[src/include/cvip_pkg.sv]
// =============================================================
// Shared constants and types for the cascaded interrupt pair
// =============================================================
package cvip_pkg;

    // =========================================================
    // Port map inside the sixteen-port block
    // =========================================================
    localparam logic [3:0] MASTER_CTRL_PORT_LO   = 4'h0;
    localparam logic [3:0] MASTER_CTRL_PORT_HI   = 4'h1;
    localparam logic [3:0] ONBOARD_SLAVE_PORT_LO = 4'h2;
    localparam logic [3:0] ONBOARD_SLAVE_PORT_HI = 4'h3;

    // =========================================================
    // Command word fields
    // =========================================================
    localparam int CMD_INIT_BIT   = 4;
    localparam int CMD_SELECT_BIT = 3;
    localparam int INIT_NEEDW4    = 0;
    localparam int INIT_SINGLE    = 1;
    localparam int INIT_INTERVAL4 = 2;
    localparam int MODE_TWOPULSE  = 0;
    localparam int MODE_AEOI      = 1;
    localparam int READ_ENABLE    = 1;
    localparam int READ_INSERVICE = 0;

    // Priority command codes, bits 7:5 of a priority command
    localparam logic [2:0] PRI_AEOI_ROT_OFF = 3'h0;
    localparam logic [2:0] PRI_EOI_NONSPEC  = 3'h1;
    localparam logic [2:0] PRI_EOI_SPEC     = 3'h3;
    localparam logic [2:0] PRI_AEOI_ROT_ON  = 3'h4;
    localparam logic [2:0] PRI_ROT_NONSPEC  = 3'h5;
    localparam logic [2:0] PRI_SET          = 3'h6;
    localparam logic [2:0] PRI_ROT_SPEC     = 3'h7;

    // =========================================================
    // Acknowledge constants and reset values
    // =========================================================
    localparam logic [7:0] CALL_OPCODE   = 8'hcd;
    localparam logic [2:0] SLAVE_INPUT   = 3'h1;
    localparam logic [2:0] LOWPRI_RESET  = 3'h7;
    localparam logic [2:0] SPURIOUS_IDX  = 3'h7;
    localparam logic [7:0] MASK_RESET    = 8'h00;
    localparam logic [1:0] ACKCFG_THREE  = 2'h0;
    localparam logic [1:0] ACKCFG_TWO    = 2'h1;
    localparam logic [1:0] ACKCFG_NODRV  = 2'h2;

    typedef enum logic [1:0] {INIT_READY, INIT_WANT2, INIT_WANT3, INIT_WANT4} cvip_init_e;

    // Programmed set-up of one controller
    typedef struct packed {
        logic [7:0] vecHi;
        logic [2:0] vecLo;
        logic       interval4;
        logic       single;
        logic       needW4;
        logic       twoPulse;
        logic       aeoi;
        logic [7:0] cascIn;
    } cvip_cfg_s;

    function automatic logic [7:0] cvip_one_hot(input logic [2:0] idx);
        cvip_one_hot = 8'h01 << idx;
    endfunction : cvip_one_hot

    // Highest-priority in-service bit: {found, index}
    function automatic logic [3:0] cvip_top_isr(input logic [7:0] in_service_vector, input logic [2:0] lowPri);
        logic [2:0] p;
        logic       hit;
        p = 3'h0;
        hit = 1'b0;
        cvip_top_isr = 4'h0;
        for (int k = 1; k <= 8; k++)
        begin
            p = lowPri + 3'(k);
            if (!hit && in_service_vector[p])
            begin
                hit = 1'b1;
                cvip_top_isr = {1'b1, p};
            end
        end
    endfunction : cvip_top_isr

endpackage : cvip_pkg

[src/hw/cvip_arbiter.sv]
`timescale 1ns/1ps
// =============================================================
// Priority resolver for one controller
// =============================================================
module cvip_arbiter
(
    input  wire logic [7:0] req,
    input  wire logic [7:0] in_service_vector,
    input  wire logic [7:0] mask,
    input  wire logic [2:0] lowPri,
    output logic            valid,
    output logic [2:0]      idx
);
    import cvip_pkg::*;

    // Walk from highest priority down; an in-service level stops the walk
    always_comb
    begin
        logic [2:0] p;
        logic       stop;
        p = 3'h0;
        stop = 1'b0;
        valid = 1'b0;
        idx = SPURIOUS_IDX;
        for (int k = 1; k <= 8; k++)
        begin
            p = lowPri + 3'(k);
            if (!stop)
            begin
                if (in_service_vector[p])
                begin
                    stop = 1'b1;
                end
                else if (req[p] && !mask[p])
                begin
                    valid = 1'b1;
                    idx = p;
                    stop = 1'b1;
                end
            end
        end
    end

endmodule : cvip_arbiter

[src/hw/cvip_pair.sv]
`timescale 1ns/1ps
// =============================================================
// Cascaded vectored interrupt controller pair
// =============================================================
// Contract
// - Respond only when A7-A4 match switches
// - Master at offsets 0-1, slave 2-3
// - Offsets 8-11, 13/15 writes left undecoded
// - Master input 1 is the slave's request
// - Bus lines except VI1 feed master, cascadable externally
// - Slave inputs: timers, serial, parallel, VI1
// - Raise request; three pulses give call, address
// - First pulse: call opcode, resolve, cascade; cascade address is driven on the second and third pulses only
// - Address low byte, then high byte
// - Routine addresses equally spaced from port_block_origin
// - Interval four or eight sets generated bits
// - Two-pulse first pulse drives no data
// - Two-pulse type byte: programmed top, input
// - Priority commands accepted at any time
// - Fully nested default; in-service blocks lower
// - Acknowledge sets in-service until done command
// - Automatic done clears at last pulse end
// - Jumper setting; no-drive disables address cascading
module cvip_pair
(
    input  wire logic [3:0] boardAddressSwitch,
    input  wire logic       clk,
    input  wire logic       nrst,
    input  wire logic [7:0] ioAddr,
    input  wire logic [7:0] ioWrData,
    input  wire logic       ioWr,
    input  wire logic       ioRd,
    output logic [7:0]      ioRdData,
    output logic            ioRdOe_n,
    input  wire logic [7:0] vectorLines,
    input  wire logic       timerOutputTwo,
    input  wire logic       timerOutputThree,
    input  wire logic       timerOutputFour,
    input  wire logic       receiveReadyFlag,
    input  wire logic       parReceiveReadyFlag,
    input  wire logic       transmitReadyFlag,
    input  wire logic       parTransmitReadyFlag,
    input  wire logic [1:0] ackCfg,
    input  wire logic       intaN,
    output logic            intReq,
    output logic [7:0]      ackData,
    output logic            ackDataOe_n,
    output logic [2:0]      cascAddr,
    output logic            cascAddrOe_n
);
    import cvip_pkg::*;

    // =========================================================
    // Address decode
    // =========================================================
    logic       boardHit;
    logic       ctrlHit;
    logic       ctrlSel;
    logic       portSel;
    logic [1:0] wrEn;

    assign boardHit = (ioAddr[7:4] == boardAddressSwitch);
    // Only the four controller ports decode; all else stays free
    assign ctrlHit  = boardHit && (ioAddr[3:2] == MASTER_CTRL_PORT_LO[3:2]);
    assign ctrlSel  = (ioAddr[3:0] >= ONBOARD_SLAVE_PORT_LO);
    assign portSel  = ioAddr[0];
    assign wrEn[0]  = ioWr && ctrlHit && !ctrlSel;
    assign wrEn[1]  = ioWr && ctrlHit && ctrlSel;

    // =========================================================
    // Controller state
    // =========================================================
    cvip_cfg_s  cfg_q      [2];
    cvip_init_e initSt_q   [2];
    logic [7:0] isr_q      [2];
    logic [7:0] mask_q     [2];
    logic [2:0] lowPri_q   [2];
    logic       rotAeoi_q  [2];
    logic       readIsr_q  [2];
    logic [7:0] pending_request_vector        [2];
    logic       pickValid  [2];
    logic [2:0] pickIdx    [2];
    logic [3:0] topIsr     [2];

    // Request routing
    assign pending_request_vector[1] = {timerOutputFour, parTransmitReadyFlag, transmitReadyFlag,
                     timerOutputThree, vectorLines[1], parReceiveReadyFlag,
                     receiveReadyFlag, timerOutputTwo};
    // Input 1 of the master is the slave's request only
    assign pending_request_vector[0] = {vectorLines[7:2], pickValid[1], vectorLines[0]};

    cvip_arbiter u_arbMaster
    (
        .req    (pending_request_vector[0]),
        .in_service_vector    (isr_q[0]),
        .mask   (mask_q[0]),
        .lowPri (lowPri_q[0]),
        .valid  (pickValid[0]),
        .idx    (pickIdx[0])
    );

    cvip_arbiter u_arbSlave
    (
        .req    (pending_request_vector[1]),
        .in_service_vector    (isr_q[1]),
        .mask   (mask_q[1]),
        .lowPri (lowPri_q[1]),
        .valid  (pickValid[1]),
        .idx    (pickIdx[1])
    );

    assign topIsr[0] = cvip_top_isr(isr_q[0], lowPri_q[0]);
    assign topIsr[1] = cvip_top_isr(isr_q[1], lowPri_q[1]);

    // Request to the processor is held back while the master's set-up sequence is in progress
    assign intReq = pickValid[0] && (initSt_q[0] == INIT_READY);

    // =========================================================
    // Acknowledge sequencing
    // =========================================================
    logic       intaPrev_q;
    logic [1:0] ackCnt_q;
    logic [2:0] mIdx_q;
    logic       mValid_q;
    logic [2:0] sIdx_q;
    logic       sValid_q;
    logic       viaSlave_q;
    logic       ackLead;
    logic       ackTrail;
    logic       firstLead;
    logic [1:0] lastCnt;
    logic       lastTrail;
    logic       viaSlave;
    logic       extSlave;
    logic       busDrive;
    logic [2:0] vecIdx;
    cvip_cfg_s  vecCfg;
    logic [7:0] vecByte;
    logic       dataDrive;

    assign ackLead   = !intaN && intaPrev_q;
    assign ackTrail  = intaN && !intaPrev_q;
    assign firstLead = ackLead && (ackCnt_q == 2'h0);
    // Sequence length follows the master's programmed mode
    assign lastCnt   = cfg_q[0].twoPulse ? 2'h1 : 2'h2;
    assign lastTrail = ackTrail && (ackCnt_q == lastCnt);
    assign viaSlave  = firstLead ? (pickValid[0] && pickIdx[0] == SLAVE_INPUT)
                                 : viaSlave_q;
    assign busDrive  = (ackCfg != ACKCFG_NODRV);
    // A master input marked cascaded hands data to a board on the bus
    assign extSlave  = !viaSlave && mValid_q && !cfg_q[0].single
                       && cfg_q[0].cascIn[mIdx_q] && busDrive;
    assign vecCfg    = viaSlave_q ? cfg_q[1] : cfg_q[0];
    assign vecIdx    = viaSlave_q ? (sValid_q ? sIdx_q : SPURIOUS_IDX)
                                  : (mValid_q ? mIdx_q : SPURIOUS_IDX);

    cvip_vector_fmt u_vecFmt
    (
        .cfg     (vecCfg),
        .idx     (vecIdx),
        .byteNum (ackCnt_q),
        .vecByte (vecByte)
    );

    // Data drive per pulse; call opcode comes from the master alone
    always_comb
    begin
        dataDrive = 1'b0;
        if (!intaN)
        begin
            if (cfg_q[0].twoPulse)
                dataDrive = (ackCnt_q == 2'h1) && !extSlave;
            else
                dataDrive = (ackCnt_q == 2'h0) || !extSlave;
        end
    end

    // Pulse edge tracking
    always_ff @(posedge clk or negedge nrst)
    begin
        if (!nrst)
            intaPrev_q <= 1'b1;
        else
            intaPrev_q <= intaN;
    end

    // Pulse counter; a stray pulse past the last restarts the sequence
    always_ff @(posedge clk or negedge nrst)
    begin
        if (!nrst)
            ackCnt_q <= 2'h0;
        else if (lastTrail)
            ackCnt_q <= 2'h0;
        else if (ackTrail)
            ackCnt_q <= ackCnt_q + 2'h1;
    end

    // Freeze the winners at the first pulse
    always_ff @(posedge clk or negedge nrst)
    begin
        if (!nrst)
        begin
            mIdx_q     <= SPURIOUS_IDX;
            mValid_q   <= 1'b0;
            sIdx_q     <= SPURIOUS_IDX;
            sValid_q   <= 1'b0;
            viaSlave_q <= 1'b0;
        end
        else if (firstLead)
        begin
            mIdx_q     <= pickIdx[0];
            mValid_q   <= pickValid[0];
            sIdx_q     <= pickIdx[1];
            sValid_q   <= pickValid[1];
            viaSlave_q <= viaSlave;
        end
    end

    // Data and cascade outputs, registered one cycle behind the pulse
    always_ff @(posedge clk or negedge nrst)
    begin
        if (!nrst)
        begin
            ackData      <= 8'h00;
            ackDataOe_n  <= 1'b1;
            cascAddr     <= 3'h0;
            cascAddrOe_n <= 1'b1;
        end
        else
        begin
            ackData      <= vecByte;
            ackDataOe_n  <= !dataDrive;
            cascAddr     <= mIdx_q;
            cascAddrOe_n <= !(!intaN && ackCnt_q != 2'h0 && extSlave);
        end
    end

    // =========================================================
    // Programming, priority commands and in-service bits
    // =========================================================
    always_ff @(posedge clk or negedge nrst)
    begin
        if (!nrst)
        begin
            for (int c = 0; c < 2; c++)
            begin
                cfg_q[c]     <= '0;
                initSt_q[c]  <= INIT_READY;
                isr_q[c]     <= 8'h00;
                mask_q[c]    <= MASK_RESET;
                lowPri_q[c]  <= LOWPRI_RESET;
                rotAeoi_q[c] <= 1'b0;
                readIsr_q[c] <= 1'b0;
            end
        end
        else
        begin
            for (int c = 0; c < 2; c++)
            begin
                logic [7:0] isrN;
                logic       take;
                isrN = isr_q[c];
                take = (c == 0) || viaSlave;
                // Automatic done at the trailing edge of the last pulse
                if (lastTrail && cfg_q[c].aeoi && topIsr[c][3] && (c == 0 || viaSlave_q))
                begin
                    isrN = isrN & ~cvip_one_hot(topIsr[c][2:0]);
                    if (rotAeoi_q[c])
                        lowPri_q[c] <= topIsr[c][2:0];
                end
                if (wrEn[c] && !portSel && ioWrData[CMD_INIT_BIT])
                begin
                    // Initialisation restores fully nested order
                    cfg_q[c].vecLo     <= ioWrData[7:5];
                    cfg_q[c].interval4 <= ioWrData[INIT_INTERVAL4];
                    cfg_q[c].single    <= ioWrData[INIT_SINGLE];
                    cfg_q[c].needW4    <= ioWrData[INIT_NEEDW4];
                    cfg_q[c].twoPulse  <= 1'b0;
                    cfg_q[c].aeoi      <= 1'b0;
                    initSt_q[c]        <= INIT_WANT2;
                    isrN               = 8'h00;
                    mask_q[c]          <= MASK_RESET;
                    lowPri_q[c]        <= LOWPRI_RESET;
                    rotAeoi_q[c]       <= 1'b0;
                    readIsr_q[c]       <= 1'b0;
                end
                else if (wrEn[c] && !portSel && ioWrData[CMD_SELECT_BIT])
                begin
                    if (ioWrData[READ_ENABLE])
                        readIsr_q[c] <= ioWrData[READ_INSERVICE];
                end
                else if (wrEn[c] && !portSel)
                begin
                    // Priority commands, legal at any time
                    unique case (ioWrData[7:5])
                        PRI_EOI_NONSPEC: isrN = isrN & ~cvip_one_hot(topIsr[c][2:0]);
                        PRI_ROT_NONSPEC:
                        begin
                            isrN = isrN & ~cvip_one_hot(topIsr[c][2:0]);
                            if (topIsr[c][3])
                                lowPri_q[c] <= topIsr[c][2:0];
                        end
                        PRI_EOI_SPEC:    isrN = isrN & ~cvip_one_hot(ioWrData[2:0]);
                        PRI_ROT_SPEC:
                        begin
                            isrN = isrN & ~cvip_one_hot(ioWrData[2:0]);
                            lowPri_q[c] <= ioWrData[2:0];
                        end
                        PRI_SET:          lowPri_q[c] <= ioWrData[2:0];
                        PRI_AEOI_ROT_ON:  rotAeoi_q[c] <= 1'b1;
                        PRI_AEOI_ROT_OFF: rotAeoi_q[c] <= 1'b0;
                        default:          isrN = isrN;
                    endcase
                end
                else if (wrEn[c] && portSel)
                begin
                    unique case (initSt_q[c])
                        INIT_WANT2:
                        begin
                            cfg_q[c].vecHi <= ioWrData;
                            if (!cfg_q[c].single)
                                initSt_q[c] <= INIT_WANT3;
                            else if (cfg_q[c].needW4)
                                initSt_q[c] <= INIT_WANT4;
                            else
                                initSt_q[c] <= INIT_READY;
                        end
                        INIT_WANT3:
                        begin
                            cfg_q[c].cascIn <= ioWrData;
                            initSt_q[c] <= cfg_q[c].needW4 ? INIT_WANT4 : INIT_READY;
                        end
                        INIT_WANT4:
                        begin
                            cfg_q[c].twoPulse <= ioWrData[MODE_TWOPULSE];
                            cfg_q[c].aeoi     <= ioWrData[MODE_AEOI];
                            initSt_q[c]       <= INIT_READY;
                        end
                        INIT_READY: mask_q[c] <= ioWrData;
                    endcase
                end
                // Set after clear, so a same-cycle acknowledge is kept
                if (firstLead && take && pickValid[c])
                    isrN = isrN | cvip_one_hot(pickIdx[c]);
                isr_q[c] <= isrN;
            end
        end
    end

    // =========================================================
    // Register reads
    // =========================================================
    always_ff @(posedge clk or negedge nrst)
    begin
        if (!nrst)
        begin
            ioRdData <= 8'h00;
            ioRdOe_n <= 1'b1;
        end
        else
        begin
            ioRdOe_n <= !(ioRd && ctrlHit);
            if (portSel)
                ioRdData <= mask_q[ctrlSel];
            else
                ioRdData <= readIsr_q[ctrlSel] ? isr_q[ctrlSel] : pending_request_vector[ctrlSel];
        end
    end

endmodule : cvip_pair

[src/hw/cvip_vector_fmt.sv]
`timescale 1ns/1ps
// =============================================================
// Acknowledge byte formatter
// =============================================================
module cvip_vector_fmt
(
    input  wire cvip_pkg::cvip_cfg_s cfg,
    input  wire logic [2:0]          idx,
    input  wire logic [1:0]          byteNum,
    output logic [7:0]               vecByte
);
    import cvip_pkg::*;

    // Byte for the given pulse; two-pulse uses only its second pulse
    always_comb
    begin
        vecByte = 8'h00;
        if (cfg.twoPulse)
        begin
            vecByte = {cfg.vecHi[7:3], idx};
        end
        else
        begin
            unique case (byteNum)
                2'h0: vecByte = CALL_OPCODE;
                2'h1:
                begin
                    // Equal spacing from one port_block_origin
                    if (cfg.interval4)
                        vecByte = {cfg.vecLo, idx, 2'b00};
                    else
                        vecByte = {cfg.vecLo[2:1], idx, 3'b000};
                end
                2'h2: vecByte = cfg.vecHi;
                default: vecByte = 8'h00;
            endcase
        end
    end

endmodule : cvip_vector_fmt

[config.mk]
export PLATFORM = sky130hd
export DESIGN_NAME = cvip_pair
export DESIGN_NICKNAME = d
export VERILOG_FILES = /design/src/include/cvip_pkg.sv /design/src/hw/cvip_arbiter.sv /design/src/hw/cvip_pair.sv /design/src/hw/cvip_vector_fmt.sv
export SDC_FILE = /design/constraint.sdc
export NUM_CORES = 1
export LEC_CHECK = 0
export BUFFER_PORTS_ARGS = -buffer_cell sky130_fd_sc_hd__buf_2
export CAP_MARGIN = 20
export CORE_MARGIN = 4
export CORE_UTILIZATION = 60
export CTS_BUF_LIST = sky130_fd_sc_hd__clkbuf_16
export CTS_CLUSTER_SIZE = 40
export DETAILED_ROUTE_END_ITERATION = 12
export PLACE_DENSITY = 0.85
export SLEW_MARGIN = 30
export SYNTH_ARGS = -nofsm -noshare
export SYNTH_HDL_FRONTEND = slang
export SYNTH_HIERARCHICAL = 1
export SYNTH_SLANG_ARGS = --single-unit
[constraint.sdc]
create_clock -name clk -period 14.3 [get_ports clk]
set_input_delay 1.43 -clock clk [delete_from_list [all_inputs] [get_ports clk]]
set_output_delay 1.43 -clock clk [all_outputs]
set_load 0.02 [all_outputs]
Word level (Yosys, flattened, before mapping)
Cells that the tools add are included.
- output and inout port bits: 23
- bits of input ports: 42
- bits in registers: 128
- muxes and demuxes: 359
- magnitude comparators: 19
- reductions and logical operators: 145
- $add $sub $neg: 15
- shifts and indexed selects: 5
- eq/ne operators: 22
- bitwise logic cells: 18
- operator list (kind ; count):
    8-bit two-way mux ; 34
    3-bit two-way mux ; 61
    1-bit two-way mux ; 164
    1-bit binary-select mux with 3-bit select ; 49
    3-bit by 4-bit less-than comparator with 1-bit output, second input constant ; 17
    1-bit logical AND ; 64
    4-bit two-way mux ; 16
    10-bit two-way mux ; 6
    8-bit AND ; 6
    1-bit zero test ; 40
    1-bit by 3-bit left shift with 8-bit output, first input constant ; 5
    2-bit two-way mux ; 19
    8-bit case mux with 2 select lines ; 2
    2-bit nonzero test ; 14
    3-bit adder, second input constant ; 8
    24-bit two-way mux ; 1
    8-bit inverter ; 3
    8-bit case mux with 3 select lines ; 1
    4-bit AND reduction ; 6
    5-bit AND reduction ; 4
    8-bit bitwise OR ; 2
    3-bit by 2-bit adder with 3-bit output, second input constant ; 4
    3-bit equality test, second input constant ; 4
    2-bit case mux with 3 select lines ; 2
    other kinds (25) ; 51

Logic depth before layout (Yosys ltp)
- depth in word-level cells: 67
- mapped depth: 24
- depth with buffers taken out: 22

Hierarchy
The synthesis kept the hierarchy.
- by module, submodules not included (module ; sequential area each (um^2) ; cells an instance ; times used ; area an instance (um^2)):
    cvip_pair ; 3223.1 ; 816 ; 1 ; 8149.1
    cvip_arbiter ; 0.0 ; 130 ; 2 ; 1213.7
    cvip_vector_fmt ; 0.0 ; 30 ; 1 ; 203.9

Least setup slack after synthesis
No wires, ideal clock.
- path type: input-to-output
- start point: input port parTransmitReadyFlag
- end point: output port intReq
- data required time: 12870 ps
- stages on the path: 15
- slack: 7946 ps
- arrival time: 4924 ps
- path buffers: 0
- cells stage by stage: or4b_1 a41oi_1 a211oi_1 o21ai_1 o21ai_0 a222oi_1 nand2_1 nand2b_1 mux2i_1 mux4_2 or3_4 nor4_4 a222oi_1 nand2_1 and2_1
- RTL lines (element ; RTL line ; RTL):
    start, declared ; cvip_pair.sv:42 ; input wire logic parTransmitReadyFlag,
    end, declared ; cvip_pair.sv:45 ; output logic intReq,

==> impl_metrics.json <==
{
  "status": "completed",
  "path_class": "reg -> out",
  "clk_pin_slew_worst_paths_ps": 60,
  "skew_ps": 8.791,
  "required_ps": 12870,
  "cts.sinks": 120,
  "rsz0062_at_grt": "no",
  "drv_cap": 0,
  "numCtsBuffers": 17,
  "report.final.hold_viol_count": 0,
  "vias": 9529,
  "r2r-start": "lowPri_q[1]",
  "syn-cell-area_mm2": 0.01037,
  "nets": 1160,
  "power_density_mw_per_mm2": 163.7,
  "reg2reg_to": "isr_q[2]",
  "drive_gt1_share_pct": 24.44,
  "cts_resized": 0,
  "slew_violations": 0,
  "grt_pass1_wl_um": 47850,
  "die_w_um": 139.5,
  "min_period_ps": 8099,
  "leakagePower_nw": 4.855,
  "cts_buffer_depth": 2,
  "ios": 65,
  "cts_tree": "built",
  "die_h_um": 139.5,
  "initialDrtViolationCount": 1264,
  "tns_ps": 0,
  "post_drt_wl_per_cell_um": 22.19,
  "htreeDepth": 4,
  "initial_core_util_pct": 61.87,
  "syn_area_per_cell_um2": 9.646,
  "rows": 47,
  "gp_congestion": 0.9858,
  "clock_latency_ps": 430,
  "wl_um": 29670,
  "area_growth_pct": 9.158,
  "setup_viol": 0,
  "post-route-period-util_pct": 56.63,
  "routed_via_density": 7.127,
  "n_antenna_cell": 0,
  "path_max_fanout": 34,
  "hold_end": "cascAddr[2]",
  "p_switching_w": 0.0008139,
  "hp-start": "mIdx_q[2]",
  "p_int_w": 0.001039,
  "grt_max_degree": 73,
  "pwr-share-clk_pct": 22.6,
  "pwr-share-seq_pct": 26.7,
  "final_cell_mix": "nand2_1 (132), dfrtp_1 (104), nor2_1 (71)",
  "grt_pass1_vias": 9107,
  "dp_hpwl_um": 20480,
  "arrival_ps": 6670,
  "drc": 0,
  "timing.fmax_ghz": 0.1235,
  "tightest_slew_ps": 930.2,
  "core_region_area_mm2": 0.01676,
  "hold_path_class": "reg -> reg",
  "crit_path_start_kind": "register",
  "synth_cells": 1075,
  "cts_hold_buffers": 0,
  "post_cts_buffers": 0,
  "p_comb_share_pct": 50.7,
  "ys_warn_count": 6,
  "final_util_pct": 67.54,
  "cp-end-kind": "primary output",
  "antenna_found_initial": 1,
  "relSlewSlack_pct": 37.99,
  "port_buffers": 64,
  "r2r_cells": 21,
  "grt_usage_pct": 30.33,
  "hold_depth": 0,
  "synth_nets": 1131,
  "die-area_mm2": 0.01945,
  "grt_overflow": 0,
  "final_common_cell": "nand2_1",
  "ant_nets": 0,
  "p_sw_share_pct": 43.92,
  "clockRootBuffer": "clkbuf_16",
  "peakVddDrop_v": 0.0001244,
  "first_pass_iters": 6,
  "reg2reg_slack_ps": 6900
}
-- layout make-up --
cell class / count / area (um2)
Sequential cell: 120 / 3023
Clock buffer: 17 / 425.4
Fill cell: 1281 / 5440
Multi-Input combinational cell: 854 / 6914
Inverter: 40 / 150.1
Tap cell: 220 / 275.3
Timing Repair Buffer: 71 / 376.6
Clock inverter: 15 / 155.1
-- how the worst max path moves through the flow --
| stage | end | depth (start not counted) | startpoint | slack (ps) |
|---|---|---|---|---|
| final | intReq | 18 | lowPri_q[1] | 6200 |
| after global routing | intReq | 19 | lowPri_q[1] | 5940 |
| after CTS | intReq | 19 | lowPri_q[1] | 6320 |
| after detailed placement | intReq | 19 | lowPri_q[1] | 6800 |
| after global placement | intReq | 19 | lowPri_q[1] | 6980 |
| after floorplan | intReq | 15 | parTransmitReadyFlag | 7950 |
-- sequential cells by signal (all words and copies together) (netlist names), 2 cells and up --
register   flops
cfg_q         40
isr_q         16
mask_q        16
ackData        8
ioRdData       8
lowPri_q       6
initSt_q       4
cascAddr       3
mIdx_q         3
sIdx_q         3
ackCnt_q       2
readIsr_q      2
rotAeoi_q      2
-- through the flow --
stage / hold WS, ps / setup WS (ps) / cells / total power, W / area, um2
finish: 443.1 / 6201 / 1337 / 0.001853 / 11320
global route: 444.3 / 5939 / 1337 / 0.001953 / 11320
CTS: 441.0 / 6324 / 1337 / 0.001829 / 11320
detailed placement: 427.6 / 6803 / 1305 / 0.001402 / 10740
global placement: 430.7 / 6983 / 1304 / 0.001381 / 10720
floorplan: 410.4 / 7946 / 1075 / 0.001186 / 10370
-- critical path, stage by stage, from the launching register on --
cell and delay [ps]:
dfstp_2 510, buf_4 370, clkinv_1 410, ha_1 600
inv_1 170, mux4_2 360, mux2i_1 300, or3_4 230
o31ai_1 100, a211oi_1 310, nand2_1 270, nand2b_1 240
mux2i_1 180, mux4_2 550, nor4b_1 740, a222oi_1 260
nand2_1 230, and2_1 190, buf_2 180
-- per-layer routing --
metal	vias up	global-route usage, %	wire (um)
met5	-	0	12
met4	2	10.81	1002
met3	103	7.170	3240
met2	655	46.56	13550
met1	4587	42.39	11870
li1	4182	-	-
-- power groups by stage --
stage | clock [W] | sequential [W] | combinational (W)
finish | 0.000419 | 0.000495 | 0.000939
global route | 0.000439 | 0.000504 | 0.00101
CTS | 0.000422 | 0.000491 | 0.000916
detailed placement | 0 | 0.000496 | 0.000906
global placement | 0 | 0.000493 | 0.000888
floorplan | 0 | 0.000472 | 0.000714
No activity file was read; power rests on OpenSTA's default activity.
